--- src/hw/csi_defs.vh ---
`ifndef CSI_DEFS_VH
`define CSI_DEFS_VH
// ----------------------------------------
// Mode register fields
// ----------------------------------------
`define MODE_ENABLE_BIT 7
`define MODE_TRMD_BIT 6
`define MODE_SLAVE_BIT 5
`define MODE_DIR_BIT 4
`define MODE_RESET_VAL 8'h00
// ----------------------------------------
// Clock select fields
// ----------------------------------------
`define CLKSEL_PHASE_BIT 4
`define CLKSEL_DAP_BIT 3
`define CLKSEL_DIV_MSB 2
`define CLKSEL_DIV_LSB 0
`define CLKSEL_RESET_VAL 8'h00
`define PHASE_TYPE1 1'b0
`define BITS_PER_BYTE 4'h8
`endif

--- src/hw/csi_divider.v ---
module csi_divider
(
	input wire core_clk_i,
	input wire reset_i,
	input wire run_i,
	input wire [2:0] sel_i,
	output reg tick_o
);
	reg [7:0] cnt_r;
	wire [7:0] limit;
	assign limit = (8'h01 << sel_i) - 8'h01;
	always @(posedge core_clk_i)
	begin
		if (reset_i || !run_i)
		begin
			cnt_r <= 8'h00;
			tick_o <= 1'b0;
		end
		else if (cnt_r >= limit)
		begin
			cnt_r <= 8'h00;
			tick_o <= 1'b1;
		end
		else
		begin
			cnt_r <= cnt_r + 8'h01;
			tick_o <= 1'b0;
		end
	end
endmodule // csi_divider

--- src/hw/csi_channel.v ---
`include "csi_defs.vh"
module csi_channel
#(
	parameter HAS_SSI = 1
)
(
	input wire core_clk_i,
	input wire reset_i,
	input wire [7:0] mode_wdata_i,
	input wire mode_we_i,
	input wire [7:0] clksel_wdata_i,
	input wire clksel_we_i,
	input wire [7:0] data_wdata_i,
	input wire data_we_i,
	input wire osc_clk_sel_i,
	input wire sck_i,
	input wire si_i,
	input wire slave_select_input_n_i,
	input wire [7:0] port_out_i,
	output reg sck_o,
	output reg sck_oe_n_o,
	output reg serial_data_out_o,
	output reg so_oe_n_o,
	output reg transfer_active_flag_o,
	output reg [7:0] serial_shift_reg_o,
	output reg [7:0] mode_o,
	output reg [7:0] clksel_o,
	output reg done_o,
	output reg unguaranteed_o
);
	// ----------------------------------------
	// States
	// ----------------------------------------
	localparam ST_IDLE = 2'b01;
	localparam ST_SHIFT = 2'b10;
	reg [1:0] state_r;
	reg [1:0] state_nxt;
	reg [3:0] bit_cnt_r;
	reg half_r;
	reg sck_in_d_r;
	reg [7:0] shreg_r;
	wire tick;
	wire enable = mode_o[`MODE_ENABLE_BIT];
	wire slave = mode_o[`MODE_SLAVE_BIT];
	wire trmd = mode_o[`MODE_TRMD_BIT];
	wire lsb_first = mode_o[`MODE_DIR_BIT];
	wire phase = clksel_o[`CLKSEL_PHASE_BIT];
	wire dap = clksel_o[`CLKSEL_DAP_BIT];
	wire selected = (HAS_SSI == 0) || !slave || !slave_select_input_n_i;
	wire active = enable && selected;
	wire sck_rise = sck_i && !sck_in_d_r;
	wire sck_fall = !sck_i && sck_in_d_r;
	wire lead = slave ? (dap ? sck_rise : sck_fall) : (tick && !half_r);
	wire trail = slave ? (dap ? sck_fall : sck_rise) : (tick && half_r);
	// ----------------------------------------
	// Output bit select
	// ----------------------------------------
	function out_bit;
		input [7:0] v;
		input lsb;
		out_bit = lsb ? v[0] : v[7];
	endfunction
	csi_divider u_div
	(
		.core_clk_i(core_clk_i),
		.reset_i(reset_i),
		.run_i(state_r == ST_SHIFT && !slave),
		.sel_i(clksel_o[`CLKSEL_DIV_MSB:`CLKSEL_DIV_LSB]),
		.tick_o(tick)
	);
	always @*
	begin
		state_nxt = state_r;
		case (state_r)
			ST_IDLE:
			begin
				if (data_we_i && enable)
					state_nxt = ST_SHIFT;
			end
			ST_SHIFT:
			begin
				if (!active)
					state_nxt = ST_IDLE;
				else if (trail && bit_cnt_r == `BITS_PER_BYTE - 4'h1)
					state_nxt = ST_IDLE;
			end
			default:
				state_nxt = ST_IDLE;
		endcase
	end
	// ----------------------------------------
	// Registers and shifting
	// ----------------------------------------
	always @(posedge core_clk_i)
	begin
		if (reset_i)
		begin
			state_r <= ST_IDLE;
			mode_o <= `MODE_RESET_VAL;
			clksel_o <= `CLKSEL_RESET_VAL;
			bit_cnt_r <= 4'h0;
			half_r <= 1'b0;
			sck_in_d_r <= 1'b1;
			shreg_r <= 8'h00;
			transfer_active_flag_o <= 1'b0;
			done_o <= 1'b0;
		end
		else
		begin
			state_r <= state_nxt;
			sck_in_d_r <= sck_i;
			done_o <= 1'b0;
			if (mode_we_i)
				mode_o <= mode_wdata_i;
			if (clksel_we_i && !enable)
				clksel_o <= clksel_wdata_i;
			if (state_r == ST_IDLE)
			begin
				bit_cnt_r <= 4'h0;
				half_r <= 1'b0;
				if (data_we_i && enable)
				begin
					shreg_r <= data_wdata_i;
					transfer_active_flag_o <= 1'b1;
				end
			end
			else
			begin
				if (lead && !slave)
					half_r <= 1'b1;
				if (trail)
				begin
					half_r <= 1'b0;
					bit_cnt_r <= bit_cnt_r + 4'h1;
					shreg_r <= lsb_first ? {si_i, shreg_r[7:1]} : {shreg_r[6:0], si_i};
				end
				if (state_nxt == ST_IDLE)
				begin
					transfer_active_flag_o <= 1'b0;
					done_o <= 1'b1;
				end
			end
		end
	end
	// ----------------------------------------
	// Pin drive
	// ----------------------------------------
	always @(posedge core_clk_i)
	begin
		if (reset_i)
		begin
			sck_o <= 1'b1;
			sck_oe_n_o <= 1'b1;
			serial_data_out_o <= 1'b0;
			so_oe_n_o <= 1'b1;
			serial_shift_reg_o <= 8'h00;
			unguaranteed_o <= 1'b0;
		end
		else
		begin
			serial_shift_reg_o <= shreg_r;
			unguaranteed_o <= osc_clk_sel_i;
			if (!phase)
			begin
				sck_o <= port_out_i[0];
				sck_oe_n_o <= 1'b1;
				serial_data_out_o <= port_out_i[2];
				so_oe_n_o <= 1'b1;
			end
			else
			begin
				sck_oe_n_o <= slave;
				sck_o <= (state_r == ST_SHIFT) ? (half_r ^ ~dap) : 1'b1;
				so_oe_n_o <= !(trmd && selected);
				serial_data_out_o <= trmd ? out_bit(shreg_r, lsb_first) : 1'b0;
			end
		end
	end
endmodule // csi_channel

--- config.mk ---
export PLATFORM = sky130hd
export DESIGN_NAME = csi_channel
export DESIGN_NICKNAME = d
export VERILOG_FILES = /design/src/hw/csi_divider.v /design/src/hw/csi_channel.v
export VERILOG_INCLUDE_DIRS = /design/src /design/src/hw
export SDC_FILE = /design/constraint.sdc
export NUM_CORES = 1
export LEC_CHECK = 0
export BUFFER_PORTS_ARGS = -buffer_cell sky130_fd_sc_hd__buf_2
export CAP_MARGIN = 20
export CORE_UTILIZATION = 40
export CTS_CLUSTER_DIAMETER = 50
export DETAILED_ROUTE_END_ITERATION = 10
export GPL_ROUTABILITY_DRIVEN = 0
export PLACE_DENSITY_LB_ADDON = 0.25
export RECOVER_POWER = 100
export SLEW_MARGIN = 20
export SYNTH_ARGS = -nofsm -noshare
export SYNTH_HDL_FRONTEND = slang
export SYNTH_SLANG_ARGS = --single-unit
--- constraint.sdc ---
create_clock -name core_clk_i -period 3.9 [get_ports core_clk_i]
set_input_delay 0 -clock core_clk_i [delete_from_list [all_inputs] [get_ports core_clk_i]]
set_output_delay 0 -clock core_clk_i [all_outputs]
set_load 0.05 [all_outputs]
Yosys cells after proc, flatten, opt, wreduce, memory -nomap -nowiden
Index checks and enable logic that the tools add are counted.

Input bits: 41. Output and inout port bits: 31. Logic and storage cells: 81. Register bits: 56.

Multiplexer cells: 22. Order comparisons: 1. Bitwise operators: 3. Shift-type cells: 1. Add/sub/neg operators: 3. Reduce and logical (&&, ||, !) cells: 29. Equality and inequality tests: 5.

Operators with widths (number): 8-bit two-way mux (4); 1-bit two-way mux (14); 1-bit logical AND (11); 8-bit by 1-bit adder with 8-bit output, second input constant (1); 8-bit greater-or-equal comparator (1); 1-bit zero test (8); 1-bit by 3-bit left shift with 8-bit output, first input constant (1); 8-bit by 1-bit subtractor with 8-bit output, second input constant (1); 2-bit two-way mux (3); 2-bit OR reduction (3); 4-bit by 1-bit adder with 4-bit output, second input constant (1); 2-bit by 1-bit == test with 1-bit output, second input constant (2); 4-bit by 3-bit == test with 1-bit output, second input constant (1); 2-bit case mux with 2 select lines (1); 2-bit AND reduction (2); 2-bit nonzero test (2); 3-bit OR reduction (1); 2-bit == test, second input constant (1); 1-bit logical OR (2); 2-bit inequality test, second input constant (1); 1-bit inverter (2); 1-bit bitwise XOR (1).

Logic depth before layout (Yosys ltp)
Depth after elaboration: 11. Gate-level depth with buffers: 7. Mapped depth without buffers: 6.

By module
A second synthesis with hierarchy kept.

Cells, all modules: 264. Area total of the unflattened synthesis: 2585.0 µm².

By module, submodules not included: csi_channel (seq. area each 940.9 µm², area each 1958.1 µm², cells an instance 202, instances 1); csi_divider (seq. area each 180.2 µm², area each 626.9 µm², cells an instance 62, instances 1).

Least setup slack after synthesis
OpenSTA, ideal clock, no wires.

Kind: register to register. Start point: reg clksel_o[1]. End point: reg u_div.tick_o. Arrival: 1889 ps. Stages on the path, launching flop included: 8. Buffers on the path: 1. Required time: 3774 ps. Slack: 1885 ps. Clock period less this slack: 2015 ps. Setup time: 126 ps. Cells stage by stage: dfxtp_1 or3_1 ha_1 nor3b_1 o21ai_0 a21o_1 clkbuf_1 nor2b_1.

Longest elaborated chain between the ends: 4.

Ends and longest elaborated chain: start, declared (RTL line csi_channel.v:27) `output reg [7:0] clksel_o,`; start signal, assigned (RTL line csi_channel.v:100) `` clksel_o <= `CLKSEL_RESET_VAL; ``; start signal, assigned (RTL line csi_channel.v:116) `clksel_o <= clksel_wdata_i;`; 1-bit by 3-bit left shift with 8-bit output (RTL line csi_divider.v:11) `assign limit = (8'h01 << sel_i) - 8'h01;`; 8-bit by 1-bit subtractor with 8-bit output (RTL line csi_divider.v:11); 8-bit greater-or-equal comparator (RTL line csi_divider.v:19) `else if (cnt_r >= limit)`; 1-bit two-way mux (RTL line csi_divider.v:19); end signal, assigned (RTL line csi_divider.v:17) `tick_o <= 1'b0;`; end signal, assigned (RTL line csi_divider.v:22) `tick_o <= 1'b1;`; end signal, assigned (RTL line csi_divider.v:27) `tick_o <= 1'b0;`; end, declared (RTL line csi_divider.v:7) `output reg tick_o`.

Every way passes these cells. A chain may end at the register's enable or synchronous reset.

Worst setup path after layout
Start point: reg state_r[1]. End point: reg shreg_r[5].

Longest elaborated chain between the ends: 3. Elaborated cells between the ends (all ways): 5. Those cells by class: eq/ne: 2; mux: 1; reduce/logical: 2.

Ends and longest elaborated chain: start, declared (RTL line csi_channel.v:36) `reg [1:0] state_r;`; start signal, assigned (RTL line csi_channel.v:110) `state_r <= state_nxt;`; 2-bit by 1-bit == test with 1-bit output (*) (RTL line csi_channel.v:117) `if (state_r == ST_IDLE)`; 2-bit inequality test (no line) or 2-bit nonzero test (tied branches); 2-bit AND reduction (no line); end signal, assigned (RTL line csi_channel.v:123) `shreg_r <= data_wdata_i;`; end signal, assigned (RTL line csi_channel.v:135) `shreg_r <= lsb_first ? {si_i, shreg_r[7:1]} : {shreg_r[6:0], si_i};`; end, declared (RTL line csi_channel.v:41) `reg [7:0] shreg_r;`.

Every way passes the cells marked *; elsewhere a longest branch is shown, timed or not.

==> impl_metrics.yaml <==
status:
  status: "completed"
clock_network:
  cts_buffer_depth: 2
  insertion_delay_ns: 0.31
  clock-root-buffer: "clkbuf_8"
  cts_tree: "yes"
  cts_max_level: 2
  cts_made_buffers: 5
  postCtsSetupRepairBufs: 0
  clock_sinks: 56
  clkSlewWorstSetupHoldPaths_ns: 0.10
power:
  power.density_nw_per_um2: 427
  clockPowerShare_pct: 25.7
  internal-power_mw: 0.872
  switchingPower_mw: 0.444
  switching_share_pct: 33.8
  p_comb_share_pct: 24.6
  ir_drop_uv: 238
  seqPwrFrac_pct: 49.7
  p_leak_nw: 1.32
timing:
  drv_slew: 0
  finClkSkew_ns: 0.0114
  finalHoldViolCount: 0
  min_period_over_period_pct: 62.7
  max-slew-margin-rel_pct: 26.0
  whs_ns: 0.0345
  setup_viol: 0
  rsz0062_at_grt: "false"
  min_period_ns: 2.44
  fin_setup_tns_ns: 0
  worst_pin_slew_ns: 1.10
  max_clock_freq_mhz: 409
layout:
  diodes: 0
  nets: 397
  layout-drive-gt1-share_pct: 12.8
  filler_cell_count: 577
  syn_to_final_growth_pct: 24.9
critical_path:
  critical_path_required_ns: 4.07
  critical_path_peak_fanout: 22
  cp-end-kind: "register"
  crit_arrival_ns: 2.62
  worstSetupPathType: "register to register"
  start_kind: "register"
detailed_routing:
  highest_layer: "met4"
  routed-via-count: 2027
  dr_wl_met3_microns: 229
  route.layer.met1.wl_microns: 2400
  wire_per_inst_microns: 12.4
  wirelength_microns: 5210
  drt-vias-per-instance: 4.83
  wl_met2_microns: 2560
  drt_first_pass_iters: 4
  drt_iter0_markers: 40
  route.detailed.drc: 0
  route.antenna.remaining_nets: 0
global_routing:
  grt_max_degree: 38
  first_global_vias: 1947
  grt_overflow: 0
  track_usage_pct: 16.7
  grt_pass1_wl_microns: 8540
  grt_antenna_before_repair: 0
worst_hold_path:
  hold_path.class: "input port to register"
logic_synthesis:
  post-synth-top-area-cell: "dfxtp_1"
  synth_commonest_cells: "56 x dfxtp_1, 34 x nor2_1, 32 x mux2i_1, 15 x nand2_1, 14 x o21ai_0"
  ys_ff_latch: 56
  async_flop_share_pct: 0
  synth_edf_count: 0
  yosysWarnings: 0
  synthDistinctLibCells: 36
  syn_inst: 263
  synth_top_area_share_pct: 45.5
  syn_area_sq_um: 2470
  synth_flop_cell: "dfxtp_1"
  synthTopCellsByArea: "dfxtp_1 45%, mux2i_1 13%, ha_1 6.1%, nor2_1 5.2%, nor2b_1 3.0%"
  seq_area_frac_synth_pct: 45.5
  avgSynthCellArea_sq_um: 9.38
  synth.most_common_cell: "dfxtp_1"
  syn-num-nets: 316
die:
  fp.dieW_microns: 80.5
  die_area_sq_um: 6480
  initial_utilization_pct: 41.7
  num_rows: 28
  pin_count: 72
  die_h_microns: 80.5
  core-area_sq_um: 5920
place:
  place_hpwl_microns: 3700
  io_buffers: 65
job:
  cap_violations: 0
## registers in the layout, indices dropped and copies added (netlist names), 2 cells and up
name                count
bit_cnt_r               4
serial_shift_reg_o      8
shreg_r                 8
mode_o                  8
state_r                 2
u_div.cnt_r             8
clksel_o                8
## worst max-delay path, stage by stage (launching register included)
cell and delay [ns]:
dfxtp_1 0.41, inv_1 0.06, ha_1 0.40, a21boi_0 0.25
a41oi_1 0.86, mux2i_1 0.28, nor2_1 0.06
## worst paths after layout
kind	cells after the start	start	end	slack, ns
max	6	state_r[1]$_SDFF_PP0_	shreg_r[5]$_SDFFE_PP0P_	1.46
min	5	data_wdata_i[3]	shreg_r[3]$_SDFFE_PP0P_	0.03
max reg2reg	6	state_r[1]$_SDFF_PP0_	shreg_r[5]$_SDFFE_PP0P_	1.46
min reg2reg	1	shreg_r[4]$_SDFFE_PP0P_	serial_shift_reg_o[4]$_SDFF_PP0_	0.50
## metrics by stage
step,worst slack (ns),instances,area (sq um),utilization [%],total power [mW]
after global placement,1.89,392,2840,48.0,0.986
after floorplan,1.89,263,2470,-,0.913
after global routing,1.20,420,3080,52.0,1.39
after detailed placement,1.87,392,2840,48.0,0.989
final,1.46,420,3080,52.0,1.32
after CTS,1.87,420,3140,53.0,1.34
## cell usage in the layout (no fill, tap or decap), drive strengths merged
cell type	instances
o21ai	14
and2	1
nand3	12
nand2	15
nand2b	1
o21a	2
nor2	34
nand4bb	1
inv	12
nor3b	1
nand4	2
ha	12
xnor2	5
buf	33
o211a	1
a41oi	2
a41o	1
and3	3
a31oi	3
conb	1
nor2b	12
or2	1
clkbuf	37
a21o	1
or3	1
dlygate4sd3	20
nand3b	1
nand4b	1
dfxtp	56
nor3	10
xor2	5
a21boi	2
a21oi	9
mux2i	32
mux2	1
## cell type report
type	instances	area [sq um]	share of cell area (%)
Multi-Input combinational cell	187	1250	40.5
Sequential cell	56	1120	36.4
Timing Repair Buffer	85	485	15.8
Tap cell	75	93.8	3.05
Clock buffer	5	68.8	2.23
Inverter	9	33.8	1.10
Clock inverter	3	28.8	0.934
## cell families after synthesis
logic type | count (synthesis) | share of synthesized area, %
adder cells (fa/ha/maj) | 12 | 6.09
XOR/XNOR | 10 | 3.55
AND/OR/NAND/NOR | 96 | 18.9
other | 1 | 0.152
buffers and inverters | 20 | 3.15
flip-flops | 56 | 45.5
multiplexers | 33 | 13.4
AO/OA/AOI/OAI | 35 | 9.23
## routing by layer
metal | global-route usage (%) | vias up
met3 | 4.32 | 2
met5 | 0 | -
met2 | 28.8 | 37
met1 | 20.5 | 924
li1 | - | 1064
met4 | 3.75 | 0
## what timing repair did
action                    4_1_cts  5_1_grt
hold endpoints to repair       20        0
gates resized for setup         0        0
hold buffers                   20        0
## power groups by stage
stage / Combinational (mW) / Clock (mW) / Sequential (mW)
global route: 0.358 / 0.368 / 0.661
CTS: 0.339 / 0.350 / 0.654
detailed placement: 0.323 / 0 / 0.666
global placement: 0.319 / 0 / 0.667
finish: 0.324 / 0.338 / 0.654
floorplan: 0.175 / 0 / 0.739
No activity file was read; power rests on OpenSTA's default activity.
